File: config.mk
export PLATFORM = sky130hd
export DESIGN_NAME = ppf_field_dec_flat
export DESIGN_NICKNAME = d
export VERILOG_FILES = /design/src/logic/ppf_pkg.sv /design/src/logic/ppf_link_if.sv /design/src/logic/ppf_field_dec.sv /design/src/flat_wrapper.sv
export VERILOG_INCLUDE_DIRS = /design/src /design/src/logic
export SDC_FILE = /design/constraint.sdc
export NUM_CORES = 1
export LEC_CHECK = 0
export ABC_AREA = 1
export BUFFER_PORTS_ARGS = -buffer_cell sky130_fd_sc_hd__buf_4
export CAP_MARGIN = 20
export CORE_MARGIN = 3
export CORE_UTILIZATION = 46
export CTS_BUF_LIST = sky130_fd_sc_hd__clkbuf_8
export DETAILED_ROUTE_END_ITERATION = 8
export PLACE_DENSITY = 0.71
export SYNTH_ARGS = -nofsm -noshare
export SYNTH_HDL_FRONTEND = slang
export SYNTH_SLANG_ARGS = --single-unit
File: constraint.sdc
create_clock -name core_clk -period 3.59 [get_ports core_clk]
set_input_delay 0.359 -clock core_clk [delete_from_list [all_inputs] [get_ports core_clk]]
set_output_delay 0.359 -clock core_clk [all_outputs]
set_load 0.03 [all_outputs]
File: src/logic/ppf_params.svh
// constants for the probe session parameter and rate field codec
`ifndef PPF_PARAMS_SVH
`define PPF_PARAMS_SVH
// frame layout: six parameter octets, then four octets per rate set
`define PPF_PARAM_OCTETS   5'h06
`define PPF_RATE_OCTETS    3'h4
`define PPF_MAX_SETS       4
`define PPF_SET_W          3
`define PPF_MAX_OCTETS     5'h16
// parameter octet positions in the frame, counted from zero
`define PPF_OCT_BACKOFF    5'h00
`define PPF_OCT_DURATION   5'h01
`define PPF_OCT_SCRAMBLER  5'h02
`define PPF_OCT_WC_MARGIN  5'h03
`define PPF_OCT_CC_MARGIN  5'h04
`define PPF_OCT_SILENCE    5'h05
// field positions; octet bit n sits at vector index n-1
`define PPF_BIT_FLAG6      5
`define PPF_BIT_SILENCE    1
`define PPF_DUR_RESERVED   6'h3F
`define PPF_DUR_MAX_LEGAL  6'h3E
`define PPF_SCR_RSV_MASK   6'h38
`define PPF_SIL_RSV_MASK   6'h3D
`define PPF_RATE_RSV_MASK  6'h38
// units of the coded values
`define PPF_BACKOFF_STEP_DB 1
`define PPF_DURATION_UNIT_MS 50
`define PPF_MARGIN_STEP_DB  1
`define PPF_MARGIN_OFFSET_DB 7'sh0A
`define PPF_MARGIN_CODE_MAX 7'sh1F
// reset and idle value of the encoder's link octet
`define PPF_RST_OCTET      8'h00
`endif

File: src/logic/ppf_pkg.sv
// types and shared arithmetic of the probe parameter field codec
`default_nettype none
`include "ppf_params.svh"
package ppf_pkg;

  // downstream probe session parameters as the user sees them
  typedef struct packed {
    logic [4:0]        power_backoff;  // 1 dB steps
    logic [5:0]        duration;       // 50 ms steps, 0 = unspecified
    logic [2:0]        scrambler_index_bits; // scrambler_index_bits
    logic              wc_vld;         // worst-case margin given
    logic signed [5:0] wc_db;          // worst-case margin in dB
    logic              cc_vld;         // current margin given
    logic signed [5:0] cc_db;          // current margin in dB
    logic              tx_silence;     // transmit silence requested
  } ppf_params_t;

  // one set of 7-bit base data rates
  typedef struct packed {
    logic [6:0] rmin;
    logic [6:0] rmax;
    logic [6:0] rstep;
  } ppf_rate_t;

  // encoder sequencer, gray along idle -> params -> rates
  typedef enum logic [1:0] {
    PPF_ST_IDLE  = 2'b00,
    PPF_ST_PARAM = 2'b01,
    PPF_ST_RATE  = 2'b11
  } ppf_state_t;

  // margin in dB to 5-bit code (code - 10 = dB), clamped to range
  function automatic logic [4:0] ppf_db_to_code(logic signed [5:0] db);
    logic signed [6:0] t;
    t = 7'(db) + `PPF_MARGIN_OFFSET_DB;
    if (t < 7'sh00) begin
      t = 7'sh00;
    end else if (t > `PPF_MARGIN_CODE_MAX) begin
      t = `PPF_MARGIN_CODE_MAX;
    end
    return t[4:0];
  endfunction

  // 5-bit code back to dB
  function automatic logic signed [5:0] ppf_code_to_db(logic [4:0] c);
    logic signed [6:0] t;
    t = $signed({2'b00, c}) - `PPF_MARGIN_OFFSET_DB;
    return t[5:0];
  endfunction

endpackage
`default_nettype wire

File: src/logic/ppf_link_if.sv
// octet link between the peer encoder and the local decoder
`timescale 1ns/1ps
`default_nettype none
interface ppf_link_if;
  logic [7:0] octet;  // one information-field octet
  logic       valid;  // octet present this cycle
  logic       last;   // final octet of the field
  modport enc (output octet, output valid, output last);
  modport dec (input octet, input valid, input last);
endinterface
`default_nettype wire

File: src/logic/ppf_field_dec.sv
// local end: decodes probe session parameter and rate octets
//
// Behaviour
// - octet 1: bits 5-1 backoff, bit 6 reserved
// - octet 2: duration x50ms, 0 unspecified, 63 reserved
// - octet 3: bits 6-4 zero, scrambler index
// - octet 4: bit 6 set, margin code minus 10
// - octet 4: zero unspecified, else bit6-clear reserved
// - octet 5: bit 6 set, margin code minus 10
// - octet 5: zero unspecified, else bit6-clear reserved
// - octet 6: bit 2 silence, others reserved
// - rate flag octet: msbs in bits 1-3
// - rate is flag msb over six low bits
// - rate octets 2-4 carry low six bits
// - extended sets repeat the four-octet pattern
`timescale 1ns/1ps
`default_nettype none
`include "ppf_params.svh"
module ppf_field_dec
  import ppf_pkg::*;
(
  input  wire logic              core_clk,
  input  wire logic              rst,
  ppf_link_if.dec                link,
  output var  ppf_params_t       params_out,
  output var  ppf_rate_t         rates_out [`PPF_MAX_SETS],
  output var  logic [`PPF_SET_W-1:0] sets_out,
  output var  logic              field_err,
  output var  logic              frame_done,
  output var  logic              frame_err
);

  ////////////////////////////////////////////////////////////////////
  // state
  logic [4:0]            cnt_r,  cnt_nxt;    // octet index in frame
  logic [2:0]            msb_r,  msb_nxt;    // rate msbs of current set
  logic                  flag_ok_r, flag_ok_nxt; // flag octet was legal
  logic                  acc_r,  acc_nxt;    // error seen this frame
  ppf_params_t           par_r,  par_nxt;
  ppf_rate_t             rate_r [`PPF_MAX_SETS];
  ppf_rate_t             rate_nxt [`PPF_MAX_SETS];
  logic [`PPF_SET_W-1:0] sets_r, sets_nxt;   // sets completed
  logic                  ferr_r, ferr_nxt;   // per-octet reject pulse
  logic                  done_r, done_nxt;
  logic                  bad_r,  bad_nxt;    // last frame's verdict

  // margin octet check shared by octets 4 and 5
  function automatic logic margin_bad(logic [5:0] b);
    return !b[`PPF_BIT_FLAG6] && (b[4:0] != 5'h00);
  endfunction

  ////////////////////////////////////////////////////////////////////
  // next-state: decode one octet per valid cycle
  always_comb begin
    logic [5:0] b;       // the six coded bits 6..1
    logic [4:0] r;       // index inside rate area
    logic [2:0] set;     // rate set number
    logic       rej;     // this octet is rejected
    logic [4:0] n;       // octets seen including this one
    b           = link.octet[5:0];
    r           = cnt_r - `PPF_PARAM_OCTETS;
    set         = r[4:2];
    rej         = 1'b0;
    n           = cnt_r + 5'h01;
    cnt_nxt     = cnt_r;
    msb_nxt     = msb_r;
    flag_ok_nxt = flag_ok_r;
    acc_nxt     = acc_r;
    par_nxt     = par_r;
    rate_nxt    = rate_r;
    sets_nxt    = sets_r;
    done_nxt    = 1'b0;
    bad_nxt     = bad_r;
    if (link.valid) begin
      unique case (cnt_r)
        `PPF_OCT_BACKOFF: begin
          if (b[`PPF_BIT_FLAG6]) begin
            rej = 1'b1;
          end else begin
            par_nxt.power_backoff = b[4:0];
          end
        end
        `PPF_OCT_DURATION: begin
          if (b == `PPF_DUR_RESERVED) begin
            rej = 1'b1;
          end else begin
            par_nxt.duration = b;
          end
        end
        `PPF_OCT_SCRAMBLER: begin
          if ((b & `PPF_SCR_RSV_MASK) != 6'h00) begin
            rej = 1'b1;
          end else begin
            par_nxt.scrambler_index_bits = b[2:0];
          end
        end
        `PPF_OCT_WC_MARGIN: begin
          if (margin_bad(b)) begin
            rej = 1'b1;
          end else begin
            par_nxt.wc_vld = b[`PPF_BIT_FLAG6];
            par_nxt.wc_db  = b[`PPF_BIT_FLAG6] ?
                             ppf_code_to_db(b[4:0]) : 6'sh00;
          end
        end
        `PPF_OCT_CC_MARGIN: begin
          if (margin_bad(b)) begin
            rej = 1'b1;
          end else begin
            par_nxt.cc_vld = b[`PPF_BIT_FLAG6];
            par_nxt.cc_db  = b[`PPF_BIT_FLAG6] ?
                             ppf_code_to_db(b[4:0]) : 6'sh00;
          end
        end
        `PPF_OCT_SILENCE: begin
          // all-zero octet simply carries nothing, silence off
          if ((b & `PPF_SIL_RSV_MASK) != 6'h00) begin
            rej = 1'b1;
          end else begin
            par_nxt.tx_silence = b[`PPF_BIT_SILENCE];
          end
        end
        default: begin
          // rate area; sets past the storage are refused whole
          if (cnt_r >= `PPF_MAX_OCTETS) begin
            rej = 1'b1;
          end else if (r[1:0] == 2'b00) begin
            flag_ok_nxt = (b & `PPF_RATE_RSV_MASK) == 6'h00;
            rej         = !flag_ok_nxt;
            msb_nxt     = b[2:0];
          end else if (!flag_ok_r) begin
            rej = 1'b1;  // a set whose flag octet was refused
          end else begin
            unique case (r[1:0])
              2'b01:   rate_nxt[set[1:0]].rmin  = {msb_r[0], b};
              2'b10:   rate_nxt[set[1:0]].rmax  = {msb_r[1], b};
              default: rate_nxt[set[1:0]].rstep = {msb_r[2], b};
            endcase
            if (r[1:0] == 2'b11) begin
              sets_nxt = set + 3'h1;
            end
          end
        end
      endcase
      acc_nxt = acc_r | rej;
      cnt_nxt = (cnt_r == 5'h1F) ? cnt_r : n;
      if (link.last) begin
        // frame must close on a whole rate set, one set at least
        done_nxt = 1'b1;
        bad_nxt  = acc_nxt || (n < `PPF_PARAM_OCTETS + 5'h04) ||
                   (cnt_r >= `PPF_MAX_OCTETS) ||
                   (n[1:0] != 2'(`PPF_PARAM_OCTETS));
        acc_nxt  = 1'b0;
        cnt_nxt  = 5'h00;
      end
      if (cnt_r == 5'h00) begin
        sets_nxt = '0;   // fresh frame, no sets yet
      end
    end
    ferr_nxt = rej;
  end

  ////////////////////////////////////////////////////////////////////
  // registers
  always_ff @(posedge core_clk or posedge rst) begin
    if (rst) begin
      cnt_r     <= 5'h00;
      msb_r     <= 3'h0;
      flag_ok_r <= 1'b0;
      acc_r     <= 1'b0;
      par_r     <= '0;
      rate_r    <= '{default: '0};
      sets_r    <= '0;
      ferr_r    <= 1'b0;
      done_r    <= 1'b0;
      bad_r     <= 1'b0;
    end else begin
      cnt_r     <= cnt_nxt;
      msb_r     <= msb_nxt;
      flag_ok_r <= flag_ok_nxt;
      acc_r     <= acc_nxt;
      par_r     <= par_nxt;
      rate_r    <= rate_nxt;
      sets_r    <= sets_nxt;
      ferr_r    <= ferr_nxt;
      done_r    <= done_nxt;
      bad_r     <= bad_nxt;
    end
  end

  ////////////////////////////////////////////////////////////////////
  // outputs, all straight from flip-flops
  assign params_out = par_r;
  assign rates_out  = rate_r;
  assign sets_out   = sets_r;
  assign field_err  = ferr_r;
  assign frame_done = done_r;
  assign frame_err  = bad_r;

endmodule
`default_nettype wire

File: src/flat_wrapper.sv
// flat-port wrapper written by rule: the top's interface ports become plain ports
module ppf_field_dec_flat import ppf_pkg::*;
  (core_clk, rst, params_out, rates_out, sets_out, field_err, frame_done, frame_err, link_octet, link_valid, link_last);
  ppf_link_if link_i ();
  input  wire logic core_clk;
  input  wire logic rst;
  output var  ppf_params_t params_out;
  output var  ppf_rate_t rates_out[`PPF_MAX_SETS];
  output var  logic [`PPF_SET_W-1:0] sets_out;
  output var  logic field_err;
  output var  logic frame_done;
  output var  logic frame_err;
  input wire logic [$bits(link_i.octet)-1:0] link_octet;
  input wire logic [$bits(link_i.valid)-1:0] link_valid;
  input wire logic [$bits(link_i.last)-1:0] link_last;
  assign link_i.octet = link_octet;
  assign link_i.valid = link_valid;
  assign link_i.last = link_last;
  ppf_field_dec u_core (.core_clk(core_clk), .rst(rst), .link(link_i), .params_out(params_out), .rates_out(rates_out), .sets_out(sets_out), .field_err(field_err), .frame_done(frame_done), .frame_err(frame_err));
endmodule
Word level (Yosys, flattened, before mapping)
Cells that the tools add are included.
{"block": "classes", "div_mod_pow": 0, "eq_ne": 15, "mux": 33, "shift": 0, "add_sub_neg": 4, "bitwise_logic": 10, "n_lt_le_gt_ge": 4, "n_reduce_logical": 29, "mul": 0}
{"cell": "bitwise mux 84 bit", "n": 3}
{"cell": "one-hot mux 84 bit (2 select lines)", "n": 1}
{"cell": "demux 21 bit (select 2 bit)", "n": 3}
{"cell": "2-to-1 mux 21 bit", "n": 1}
{"cell": "2-to-1 mux 3 bit", "n": 6}
{"cell": "AND reduction 3 bit", "n": 6}
{"cell": "2-to-1 mux 14 bit", "n": 1}
{"cell": "2-to-1 mux 1 bit", "n": 13}
{"cell": "nonzero test 6 bit", "n": 2}
{"cell": "== test 5 x 2 -> 1 bit, second input constant", "n": 2}
{"cell": "== test 5 x 3 -> 1 bit, second input constant", "n": 2}
{"cell": "2-to-1 mux 5 bit", "n": 2}
{"cell": "inequality test 2 bit, second input constant", "n": 4}
{"cell": "NOT 1 bit", "n": 8}
{"cell": "2-to-1 mux 7 bit", "n": 1}
{"cell": "== test 6 bit, second input constant", "n": 1}
{"cell": "zero test 6 bit", "n": 1}
{"cell": "2-to-1 mux 6 bit", "n": 1}
{"cell": "AND reduction 6 bit", "n": 1}
{"cell": "OR reduction 6 bit", "n": 1}
{"cell": "subtractor 5 x 4 -> 6 bit, second input constant", "n": 1}
{"cell": "adder 5 x 1 -> 5 bit, second input constant", "n": 1}
{"cell": "== test 5 x 1 -> 1 bit, second input constant", "n": 1}
{"cell": "== test 5 bit, second input constant", "n": 1}
{"cell": "24 further kinds", "n": 31}
{"block": "totals", "output_inout_bits": 119, "elab_cells": 123, "ff_bits": 129, "rom_bits": 0, "mem_count": 0, "latch_bits": 0, "ram_bits": 0}

Logic depth before layout (Yosys ltp)
Gate-level depths: netlist of the first run.
{"block": "logic_depth", "depth_word": 10, "ltp_mapped": 14, "ltp_nobuf": 12}

Worst setup path before layout of the first run
No wires, ideal clock.
{"block": "synth_timing", "kind": "register -> register", "from": "register u_core.cnt_r[0]", "to": "register with a tool-made name", "slack_ns": 1.561, "setup_time_ns": 0.121, "period_less_slack_ns": 2.029, "stages_incl_launch_ff": 15, "arrival_ns": 1.908, "path_cell_list": "dfrtp_1 inv_1 ha_1 inv_1 nor2_1 nand2_1 nand2_1 nor2_4 nand2_2 nor3_4 nand2_2 buf_6 buf_6 nand2_2 o21ai_2"}
{"item": "start: declaration", "line": "ppf_field_dec.sv:35", "text": "logic [4:0] cnt_r, cnt_nxt;"}
{"item": "start signal: assignment", "line": "ppf_field_dec.sv:178", "text": "cnt_r <= cnt_nxt;"}

==> results of run 1 <==
logic make-up (layout without fill, tap and decap cells):
kind of cell    Yosys count  count (layout)  share of synthesized area
simple gates            365             365                     0.2126
compound gates          271             271                     0.2154
flops                   129             129                     0.4749
buf+inv                 113             232                    0.07307
fa+ha+maj                11              11                    0.02025
xor+xnor                  3               3                   0.003866
area by class of cell:
class / instances / area share
Tap cell: 180 / 0.02726
Timing Repair Buffer: 140 / 0.1312
Inverter: 61 / 0.02817
Multi-Input combinational cell: 650 / 0.3729
Sequential cell: 129 / 0.3907
Clock inverter: 7 / 0.009844
Clock buffer: 24 / 0.03998
cell usage after synthesis:
cell / instances / area share
sky130_fd_sc_hd__a21oi_1: 134 / 0.099
sky130_fd_sc_hd__o21ai_0: 49 / 0.036
sky130_fd_sc_hd__nand4_1: 2 / 0.0018
sky130_fd_sc_hd__o21ai_1: 54 / 0.040
sky130_fd_sc_hd__nor3_1: 1 / 0.00074
sky130_fd_sc_hd__or2_2: 2 / 0.0018
sky130_fd_sc_hd__a31oi_1: 1 / 0.00092
sky130_fd_sc_hd__nand2_1: 228 / 0.13
sky130_fd_sc_hd__nor2_1: 102 / 0.056
sky130_fd_sc_hd__buf_6: 9 / 0.015
sky130_fd_sc_hd__nor3_4: 1 / 0.0024
sky130_fd_sc_hd__buf_2: 4 / 0.0029
sky130_fd_sc_hd__nand3_1: 21 / 0.015
sky130_fd_sc_hd__o22ai_1: 7 / 0.0064
sky130_fd_sc_hd__clkbuf_1: 39 / 0.022
sky130_fd_sc_hd__o21ai_2: 26 / 0.033
sky130_fd_sc_hd__xnor2_1: 3 / 0.0039
sky130_fd_sc_hd__nand2_2: 6 / 0.0055
sky130_fd_sc_hd__inv_2: 1 / 0.00055
sky130_fd_sc_hd__inv_1: 60 / 0.033
sky130_fd_sc_hd__ha_1: 11 / 0.020
sky130_fd_sc_hd__nor2_4: 1 / 0.0017
sky130_fd_sc_hd__nor2_2: 1 / 0.00092
sky130_fd_sc_hd__dfrtp_1: 129 / 0.47
stage by stage:
step / utilization / power (mW) / instance area (um2) / worst slack [ns] / hold slack [ns]
after global placement: 0.5528 / 2.938 / 7823 / 0.7367 / 0.4693
after detailed placement: 0.5548 / 2.955 / 7850 / 0.8763 / 0.4737
after floorplan: - / 2.532 / 6802 / 1.561 / 0.4529
after global routing: 0.5839 / 4.441 / 8262 / 0.5962 / 0.05622
after CTS: 0.5839 / 4.238 / 8262 / 0.8631 / 0.04539
final: 0.5839 / 4.211 / 8262 / 0.8553 / 0.01778
critical path: stages (launching register included):
cell and delay [ns]:
sky130_fd_sc_hd__dfrtp_1 0.43, sky130_fd_sc_hd__inv_1 0.13, sky130_fd_sc_hd__ha_1 0.18, sky130_fd_sc_hd__inv_1 0.06, sky130_fd_sc_hd__nor2_1 0.29, sky130_fd_sc_hd__nand2_1 0.26
sky130_fd_sc_hd__nand2_2 0.15, sky130_fd_sc_hd__nor3_4 0.09, sky130_fd_sc_hd__nand2_4 0.06, sky130_fd_sc_hd__buf_4 0.47, sky130_fd_sc_hd__buf_16 0.34, sky130_fd_sc_hd__nand2_1 0.08
sky130_fd_sc_hd__o21ai_1 0.09
power groups by stage:
stage	Sequential (mW)	Combinational [mW]	Clock (mW)
global route	1.76	1.31	1.37
CTS	1.73	1.20	1.31
floorplan	2.01	0.519	0
finish	1.73	1.19	1.28
global placement	1.76	1.18	0
detailed placement	1.76	1.20	0
routing by layer:
metal	up-vias	wire length, um	global-route usage
met5	-	0	0
met1	2851	8552	0.3385
li1	3128	-	-
met2	223	8427	0.3481
met3	18	1280	0.04599
met4	0	260	0.06877
worst max path at each step:
stage          depth (start not counted)  slack (ns)  endpoint             from
2_1_floorplan                         14        1.56  register  u_core.cnt_r[0]
3_3_place_gp                          11        0.74  register  u_core.cnt_r[0]
3_5_place_dp                          12        0.88  register  u_core.cnt_r[0]
4_1_cts                               12        0.86  register  u_core.cnt_r[0]
5_1_grt                               12        0.60  register  u_core.cnt_r[0]
6_report                              12        0.86  register  u_core.cnt_r[0]
==> summary.md, run 1 <==
## Run status
• **outcome** complete, no violations

## Placement
• **RePlAce Congestion** 0.8872
• **number of input and output port buffers inserted** 128
• **DP Cell Count** 1160
• **detailed-placement wirelength estimate** 12440 um

## Worst setup path
• **critical path data required time** 3.95 ns
• **largest fanout of any net on the critical path** 60
• **critical path endpoint category** register
• **Worst Reg2Reg Path Length in Cells** 12
• **critical path arrival** 3.10 ns
• **nature of the critical path startpoint** register
• **minimum setup slack among reg-to-reg paths** 0.86 ns
• **worst setup path class** reg -> reg
• **start of the worst register-to-register path** u_core.cnt_r[0]

## CTS
• **CTS Hold Buffers Added** 0
• **total CTS buffers** 17
• **clock latency at the later pin of the worst-skew pair** 0.44 ns
• **Resize count post-CTS** 0
• **number of clock sinks** 129
• **TritonCTS clock tree** done
• **Post-CTS Repair Setup Buffers** 0
• **# H-tree levels** 4
• **clock-pin slew reported for the worst setup and hold paths after clock tree synthesis** 0.07 ns
• **clock root buffer** sky130_fd_sc_hd__clkbuf_8
• **Max Buffers Root-to-Sink** 2

## Power
• **Static Leak** 4.039 nW
• **internal power component** 2.722 mW
• **Clock power frac** 0.305
• **Worst IR Drop VDD** 0.2505 mV
• **power share of the combinational group** 0.283
• **power dissipated by switching net loads** 1.489 mW
• **portion of total power attributed to sequential cells** 0.412
• **Switching Share** 0.3536
• **P per Cell Area** 509.7 nW/um2

## Global route
• **maximum number of pins on one net before global-route repair** 79
• **global-route wire length before repair** 29860 um
• **aggregate global routing overflow** 0
• **total global-route track usage** 0.2312
• **initial antenna violation count** 0
• **number of global-route vias before repair** 5523

## STA
• **worst slew pin tran** 0.6585 ns
• **clock skew after layout** 0.007738 ns
• **final clock period utilization by the worst path** 0.7618
• **final period demand of the worst path** 2.735 ns
• **Setup violations, final** 0
• **total negative setup slack** 0 ns
• **Hold Fails Final Rpt** 0
• **peak clock frequency supported by timing** 365.7 MHz
• **setup repair after global routing missed its margin** false
• **Slew Limit Fails** 0
• **worst-case headroom to the max-slew limit** 0.5610

## Die
• **full die area** 16270 um2
• **floorplan die width** 127.6 um
• **die boundary height** 127.6 um
• **initial standard-cell utilization of the core** 0.4804
• **Std-Cell Rows** 43
• **number of I/O pins** 131
• **CORE AREA** 14150 um2

## Detailed routing
• **routed via count divided by cell count** 5.223
• **detailed-route wire length per cell** 15.55 um
• **Post-DRT Antenna Nets** 0
• **via count** 6220
• **post-detailed-route DRC marker count** 0
• **initial drt markers** 594
• **total length of routed wires** 18520 um
• **Pre-antenna DRT Iters** 5

## Layout
• **share of cells above drive strength 1** 0.2057
• **area taken by flip-flops and latches** 3228 um2
• **most common cell after layout, fill and taps aside** sky130_fd_sc_hd__nand2_1
• **number of nets in the final layout** 1022
• **number of non-filler instances in the completed layout** 1191
• **number of filler cells placed in the layout** 1284
• **count of antenna diodes in the layout** 0
• **multi-input gate area in the final layout** 3080 um2
• **area added between synthesis and finish** 21.54%
• **commonest non-fill, non-tap cells in the layout** 228 x sky130_fd_sc_hd__nand2_1, 138 x sky130_fd_sc_hd__buf_4, 134 x sky130_fd_sc_hd__a21oi_1, 129 x sky130_fd_sc_hd__dfrtp_1, 101 x sky130_fd_sc_hd__nor2_1

## Logic synthesis
• **syn_area_per_cell** 7.621 um2
• **warnings from Yosys** 0
• **post-synthesis cell count** 892
• **synthesized area** 6798 um2
• **post-synthesis sequential area ratio** 0.4749
• **Synth Net Count** 915
• **number of unique standard cell types used by synthesis** 24
• **number of synthesized register bits** 129

## Hold path
• **type of the tightest min-delay check** in -> async

## Flow run
• **number of max-cap violations** 0

No activity file was read; power rests on OpenSTA's default activity.
==> run 2, diff against run 1 <==
--- a/config.mk
+++ b/config.mk
@@ -13,7 +13,7 @@
 export CORE_UTILIZATION = 46
 export CTS_BUF_LIST = sky130_fd_sc_hd__clkbuf_8
 export DETAILED_ROUTE_END_ITERATION = 8
-export PLACE_DENSITY = 0.71
+export PLACE_DENSITY = 0.68
 export SYNTH_ARGS = -nofsm -noshare
 export SYNTH_HDL_FRONTEND = slang
 export SYNTH_SLANG_ARGS = --single-unit
==> constraint.sdc (replaced) <==
create_clock -name core_clk -period 2.8 [get_ports core_clk]
set_input_delay 0.28 -clock core_clk [delete_from_list [all_inputs] [get_ports core_clk]]
set_output_delay 0.28 -clock core_clk [all_outputs]
set_load 0.03 [all_outputs]
==> run 2 against run 1 <==
Global-route usage up 0.59 points; largest power group unchanged; non-clock buffer count grew 6; largest cell class unchanged; register-to-register slack got worse by 0.56 ns; via count down 0.53%; clock power increased by 18%; count of clock-buffer cells in the layout is 2 lower.
==> summary.md, run 2 (synthesis gave the netlist of run 1 again) <==
## Run status
• **outcome** complete, no violations

## Detailed routing
• **via count** 6187
• **routed via count divided by cell count** 5.164
• **Post-DRT Antenna Nets** 0
• **detailed-route wire length per cell** 15.47 um
• **initial drt markers** 568
• **Pre-antenna DRT Iters** 5
• **post-detailed-route DRC marker count** 0
• **total length of routed wires** 18530 um

## Layout
• **area added between synthesis and finish** 21.87%
• **most common cell after layout, fill and taps aside** sky130_fd_sc_hd__nand2_1
• **number of nets in the final layout** 1028
• **commonest non-fill, non-tap cells in the layout** 228 x sky130_fd_sc_hd__nand2_1, 142 x sky130_fd_sc_hd__buf_4, 134 x sky130_fd_sc_hd__a21oi_1, 129 x sky130_fd_sc_hd__dfrtp_1, 101 x sky130_fd_sc_hd__nor2_1
• **share of cells above drive strength 1** 0.2092
• **count of antenna diodes in the layout** 0
• **number of non-filler instances in the completed layout** 1198
• **Finished Core Util** 0.5855

## Die
• **CORE AREA** 14150 um2
• **full die area** 16270 um2
• **Std-Cell Rows** 43
• **number of I/O pins** 131
• **floorplan die width** 127.6 um
• **die boundary height** 127.6 um
• **initial standard-cell utilization of the core** 0.4804

## Global route
• **aggregate global routing overflow** 0
• **global-route wire length before repair** 30490 um
• **met1 Use GR** 0.3536
• **met3 global-route usage** 0.05978
• **grt met2 use** 0.3438
• **number of global-route vias before repair** 5680
• **initial antenna violation count** 0
• **most utilized layer in the global route result** met1
• **maximum number of pins on one net before global-route repair** 61
• **total global-route track usage** 0.2371

## Worst setup path
• **nature of the critical path startpoint** register
• **critical path data required time** 3.13 ns
• **WP depth** 12
• **Worst Reg2Reg Path Length in Cells** 12
• **minimum setup slack among reg-to-reg paths** 0.29 ns
• **kind of cell with the highest combined delay on the critical path** simple AND/OR/NAND/NOR gates
• **critical path endpoint category** register
• **critical path arrival** 2.83 ns
• **Critical Path, Cell by Cell** inv_1, ha_1, inv_1, nor2_1, nand2_1, nand2_1, nor2_4, nand2_2, nor3_4, nand2_1, nand2_1, o21ai_1
• **largest fanout of any net on the critical path** 13
• **sum of buffers and inverters on the critical path** 2
• **delay of the slowest cell on the worst path** 0.43 ns
• **worst setup path class** reg -> reg
• **library cell appearing most often on the critical path** sky130_fd_sc_hd__nand2_1
• **critical-path cell with the highest stage delay** sky130_fd_sc_hd__nor3_4

## CTS
• **# H-tree levels** 4
• **Resize count post-CTS** 0
• **Max Buffers Root-to-Sink** 2
• **CTS Hold Buffers Added** 0
• **TritonCTS clock tree** done
• **clock root buffer** sky130_fd_sc_hd__clkbuf_8
• **clock latency at the later pin of the worst-skew pair** 0.45 ns
• **clock-pin slew reported for the worst setup and hold paths after clock tree synthesis** 0.07 ns
• **total CTS buffers** 17
• **Post-CTS Repair Setup Buffers** 0
• **number of clock sinks** 129

## Power
• **Worst IR Drop VDD** 0.2851 mV
• **Static Leak** 4.063 nW
• **P per Cell Area** 638.1 nW/um2

## STA
• **worst slew pin tran** 0.8787 ns
• **total negative setup slack** 0 ns
• **Setup violations, final** 0
• **peak clock frequency supported by timing** 398.7 MHz
• **clock skew after layout** 0.006963 ns
• **setup repair after global routing missed its margin** false
• **Hold Fails Final Rpt** 0
• **worst-case headroom to the max-slew limit** 0.4130
• **Slew Limit Fails** 0
• **final clock period utilization by the worst path** 0.8959
• **worst hold slack after final layout** 0.006884 ns
• **final period demand of the worst path** 2.508 ns

## Placement
• **number of input and output port buffers inserted** 128
• **detailed-placement wirelength estimate** 12670 um
• **DP Cell Count** 1166
• **RePlAce Congestion** 0.8487

## Flow run
• **number of max-cap violations** 0

## Hold path
• **type of the tightest min-delay check** in -> async

==> run 2: changes by cell type in the layout (fill, tap and decap cells not counted), sizes merged <==
cell / before / now
bufinv: 2 / 1
buf: 140 / 146
clkinv: 2 / 4
inv: 63 / 65
clkbuf: 24 / 22
==> run 2: power breakdown <==
part           internal, mW  total, mW  switching (mW)
clock                 0.798       1.51           0.711
sequential             2.07       2.22           0.150
combinational         0.499       1.56            1.06
total                  3.37       5.29            1.92
==> run 2: path summary, 6_finish.rpt <==
| kind | from | endpoint |
|---|---|---|
| max | u_core.cnt_r[0] | register |
| min | rst | u_core.params_out[10] |
| max reg2reg | u_core.cnt_r[0] | register |
| min reg2reg | u_core.params_out[26] | u_core.params_out[26] |
| max in group asynchronous | rst | async pin |
| min in group core_clk | link_valid | u_core.field_err |
==> run 2: worst register-to-register path, cell delays in order (launching register included) <==
cell and delay [ns]:
sky130_fd_sc_hd__dfrtp_1 0.42, sky130_fd_sc_hd__inv_1 0.11, sky130_fd_sc_hd__ha_1 0.26, sky130_fd_sc_hd__inv_1 0.11, sky130_fd_sc_hd__nor2_1 0.05, sky130_fd_sc_hd__nand2_1 0.06, sky130_fd_sc_hd__nand2_1 0.08, sky130_fd_sc_hd__nor2_4 0.16
sky130_fd_sc_hd__nand2_2 0.08, sky130_fd_sc_hd__nor3_4 0.43, sky130_fd_sc_hd__nand2_1 0.42, sky130_fd_sc_hd__nand2_1 0.15, sky130_fd_sc_hd__o21ai_1 0.08
==> run 2: layout make-up <==
| class | count | area (um2) |
|---|---|---|
| fill | 1334 | 5866 |
| sequential | 129 | 3228 |
| multi-input combinational | 650 | 3080 |
| timing repair buffer | 146 | 1146 |
| clock buffer | 22 | 302.8 |
| inverter | 61 | 232.7 |
| tap | 180 | 225.2 |
| clock inverter | 10 | 68.82 |
==> run 2: metal layers <==
metal  wire length [um]  up-vias
met4                332        0
li1                   -     3145
met2               8084      177
met1               8871     2839
met5                  0        -
met3               1245       26
==> run 2: per-stage QoR <==
stage                     power (mW)  area (um2)  worst slack (ns)
after detailed placement       3.815        7913            0.3062
after floorplan                3.247        6802            0.7713
final                          5.286        8284            0.2916
after global placement         3.798        7913            0.3762
after CTS                      5.323        8284            0.3149
after global routing           5.608        8284           0.01595
==> run 3, diff against run 2 <==
--- a/config.mk
+++ b/config.mk
@@ -14,6 +14,8 @@
 export CTS_BUF_LIST = sky130_fd_sc_hd__clkbuf_8
 export DETAILED_ROUTE_END_ITERATION = 8
 export PLACE_DENSITY = 0.68
+export REMOVE_ABC_BUFFERS = 1
+export SLEW_MARGIN = 10
 export SYNTH_ARGS = -nofsm -noshare
 export SYNTH_HDL_FRONTEND = slang
 export SYNTH_SLANG_ARGS = --single-unit
==> run 3 against run 2 <==
Critical path depth is 1 higher; critical path type unchanged; total power grew 3.3%; cell area grew 0.30%; highest routed layer unchanged; sequential power about the same.
==> summary.md, run 3 (synthesis gave the netlist of run 1 again) <==
## Worst setup path
• **kind of cell with the highest combined delay on the critical path** simple AND/OR/NAND/NOR gates
• **Worst Reg2Reg Path Length in Cells** 13
• **library cell appearing most often on the critical path** sky130_fd_sc_hd__nand2_1
• **Critical Path, Cell by Cell** inv_1, ha_1, inv_1, nor2_1, nand2_1, nand2_1, nor2_4, nand2_2, nor3_4, nand2_4, buf_12, nand2_1, o21ai_2
• **worst setup path class** reg -> reg
• **largest fanout of any net on the critical path** 98
• **critical path arrival** 2.82 ns
• **critical path endpoint category** register
• **critical-path cell with the highest stage delay** sky130_fd_sc_hd__dfrtp_1
• **delay of the slowest cell on the worst path** 0.41 ns
• **start of the worst register-to-register path** u_core.cnt_r[0]
• **critical path data required time** 3.13 ns
• **nature of the critical path startpoint** register
• **WP depth** 13
• **minimum setup slack among reg-to-reg paths** 0.31 ns
• **sum of buffers and inverters on the critical path** 3

## STA
• **Slew Limit Fails** 0
• **final period demand of the worst path** 2.490 ns
• **Setup violations, final** 0
• **peak clock frequency supported by timing** 401.5 MHz
• **worst-case headroom to the max-slew limit** 0.6655
• **Hold Fails Final Rpt** 0
• **final clock period utilization by the worst path** 0.8894
• **clock skew after layout** 0.008133 ns
• **setup repair after global routing missed its margin** false
• **worst slew pin tran** 0.5018 ns
• **worst hold slack after final layout** 0.07620 ns

## Placement
• **number of input and output port buffers inserted** 128
• **RePlAce Congestion** 0.8719
• **DP Cell Count** 1164
• **detailed-placement wirelength estimate** 12250 um

## Die
• **floorplan die width** 127.6 um
• **die boundary height** 127.6 um
• **initial standard-cell utilization of the core** 0.4804
• **Std-Cell Rows** 43
• **number of I/O pins** 131
• **full die area** 16270 um2
• **CORE AREA** 14150 um2

## Power
• **portion of total power attributed to sequential cells** 0.407
• **power dissipated by switching net loads** 1.957 mW
• **internal power component** 3.503 mW
• **Switching Share** 0.3585
• **Final Total Pwr** 5.460 mW
• **P per Cell Area** 657.1 nW/um2
• **Clock power frac** 0.309
• **Static Leak** 4.057 nW
• **power share of the combinational group** 0.284
• **Worst IR Drop VDD** 0.3068 mV

## Hold path
• **hold depth** 3
• **type of the tightest min-delay check** in -> reg
• **Hold Path Origin** link_valid
• **endpoint with the worst hold slack** u_core.field_err

## Layout
• **area taken by flip-flops and latches** 3228 um2
• **number of non-filler instances in the completed layout** 1197
• **number of nets in the final layout** 1027
• **area added between synthesis and finish** 22.23%
• **count of antenna diodes in the layout** 0
• **commonest non-fill, non-tap cells in the layout** 228 x sky130_fd_sc_hd__nand2_1, 141 x sky130_fd_sc_hd__buf_4, 134 x sky130_fd_sc_hd__a21oi_1, 129 x sky130_fd_sc_hd__dfrtp_1, 101 x sky130_fd_sc_hd__nor2_1
• **multi-input gate area in the final layout** 3080 um2
• **most common cell after layout, fill and taps aside** sky130_fd_sc_hd__nand2_1
• **number of filler cells placed in the layout** 1322
• **share of cells above drive strength 1** 0.2104

## Detailed routing
• **Post-DRT Antenna Nets** 0
• **Pre-antenna DRT Iters** 5
• **post-detailed-route DRC marker count** 0
• **detailed-route wire length per cell** 15.52 um
• **total length of routed wires** 18580 um
• **initial drt markers** 352
• **routed via count divided by cell count** 5.190
• **via count** 6213

## Global route
• **global-route wire length before repair** 29960 um
• **aggregate global routing overflow** 0
• **maximum number of pins on one net before global-route repair** 99
• **initial antenna violation count** 0
• **total global-route track usage** 0.2336
• **number of global-route vias before repair** 5668

## CTS
• **TritonCTS clock tree** done
• **Post-CTS Repair Setup Buffers** 0
• **number of clock sinks** 129
• **CTS Hold Buffers Added** 1
• **# H-tree levels** 4
• **Max Buffers Root-to-Sink** 2
• **Resize count post-CTS** 0
• **clock-pin slew reported for the worst setup and hold paths after clock tree synthesis** 0.08 ns
• **clock root buffer** sky130_fd_sc_hd__clkbuf_8
• **clock latency at the later pin of the worst-skew pair** 0.45 ns
• **total CTS buffers** 17

## Flow run
• **number of max-cap violations** 0

## Run status
• **outcome** complete, no violations

==> run 3: cell type report <==
type                    count  share of cell area
well taps                 180             0.02710
clock buffers              20             0.03313
clock inverters            12             0.01686
inverters                  61             0.02786
flip-flops and latches    129              0.3885
multi-input cells         650              0.3707
repair buffers            145              0.1358
==> run 3: stage by stage <==
stage	TNS, ns	setup WS [ns]	area, um2	utilization
finish	0	0.3096	8309	0.5872
global route	0	0.06152	8309	0.5872
CTS	0	0.3812	8309	0.5872
detailed placement	0	0.3953	7884	0.5572
global placement	0	0.4108	7884	0.5572
floorplan	-178.43	-1.095	6530	-
==> run 3: metal layers <==
layer  vias to the layer above  GRT usage  share of wire
met5                         -          0              0
met4                         0    0.06435          0.011
met3                        21    0.06145          0.073
met2                       193     0.3534           0.46
met1                      2857     0.3331           0.46
li1                       3142          -              -
==> run 3: worst register-to-register path, stage by stage (launching register included) <==
cell	delay, ns
sky130_fd_sc_hd__dfrtp_1	0.41
sky130_fd_sc_hd__inv_1	0.11
sky130_fd_sc_hd__ha_1	0.28
sky130_fd_sc_hd__inv_1	0.11
sky130_fd_sc_hd__nor2_1	0.05
sky130_fd_sc_hd__nand2_1	0.06
sky130_fd_sc_hd__nand2_1	0.08
sky130_fd_sc_hd__nor2_4	0.15
sky130_fd_sc_hd__nand2_2	0.08
sky130_fd_sc_hd__nor3_4	0.27
sky130_fd_sc_hd__nand2_4	0.20
sky130_fd_sc_hd__buf_12	0.26
sky130_fd_sc_hd__nand2_1	0.25
sky130_fd_sc_hd__o21ai_2	0.06
==> run 3: how the worst max path moves through the flow <==
| stage | slack [ns] | from | to |
|---|---|---|---|
| floorplan | -1.10 | u_core.cnt_r[0] | register |
| global placement | 0.41 | u_core.cnt_r[0] | register |
| detailed placement | 0.40 | u_core.cnt_r[0] | register |
| CTS | 0.38 | u_core.cnt_r[0] | register |
| global route | 0.06 | u_core.cnt_r[0] | register |
| finish | 0.31 | u_core.cnt_r[0] | register |
==> run 3: power by group through the flow <==
stage	Clock [mW]	Combinational [mW]	Sequential [mW]
2_1_floorplan	0	0.620	2.58
3_3_place_gp	0	1.54	2.25
3_5_place_dp	0	1.56	2.25
4_1_cts	1.71	1.57	2.22
5_1_grt	1.80	1.71	2.25
6_report	1.69	1.55	2.22
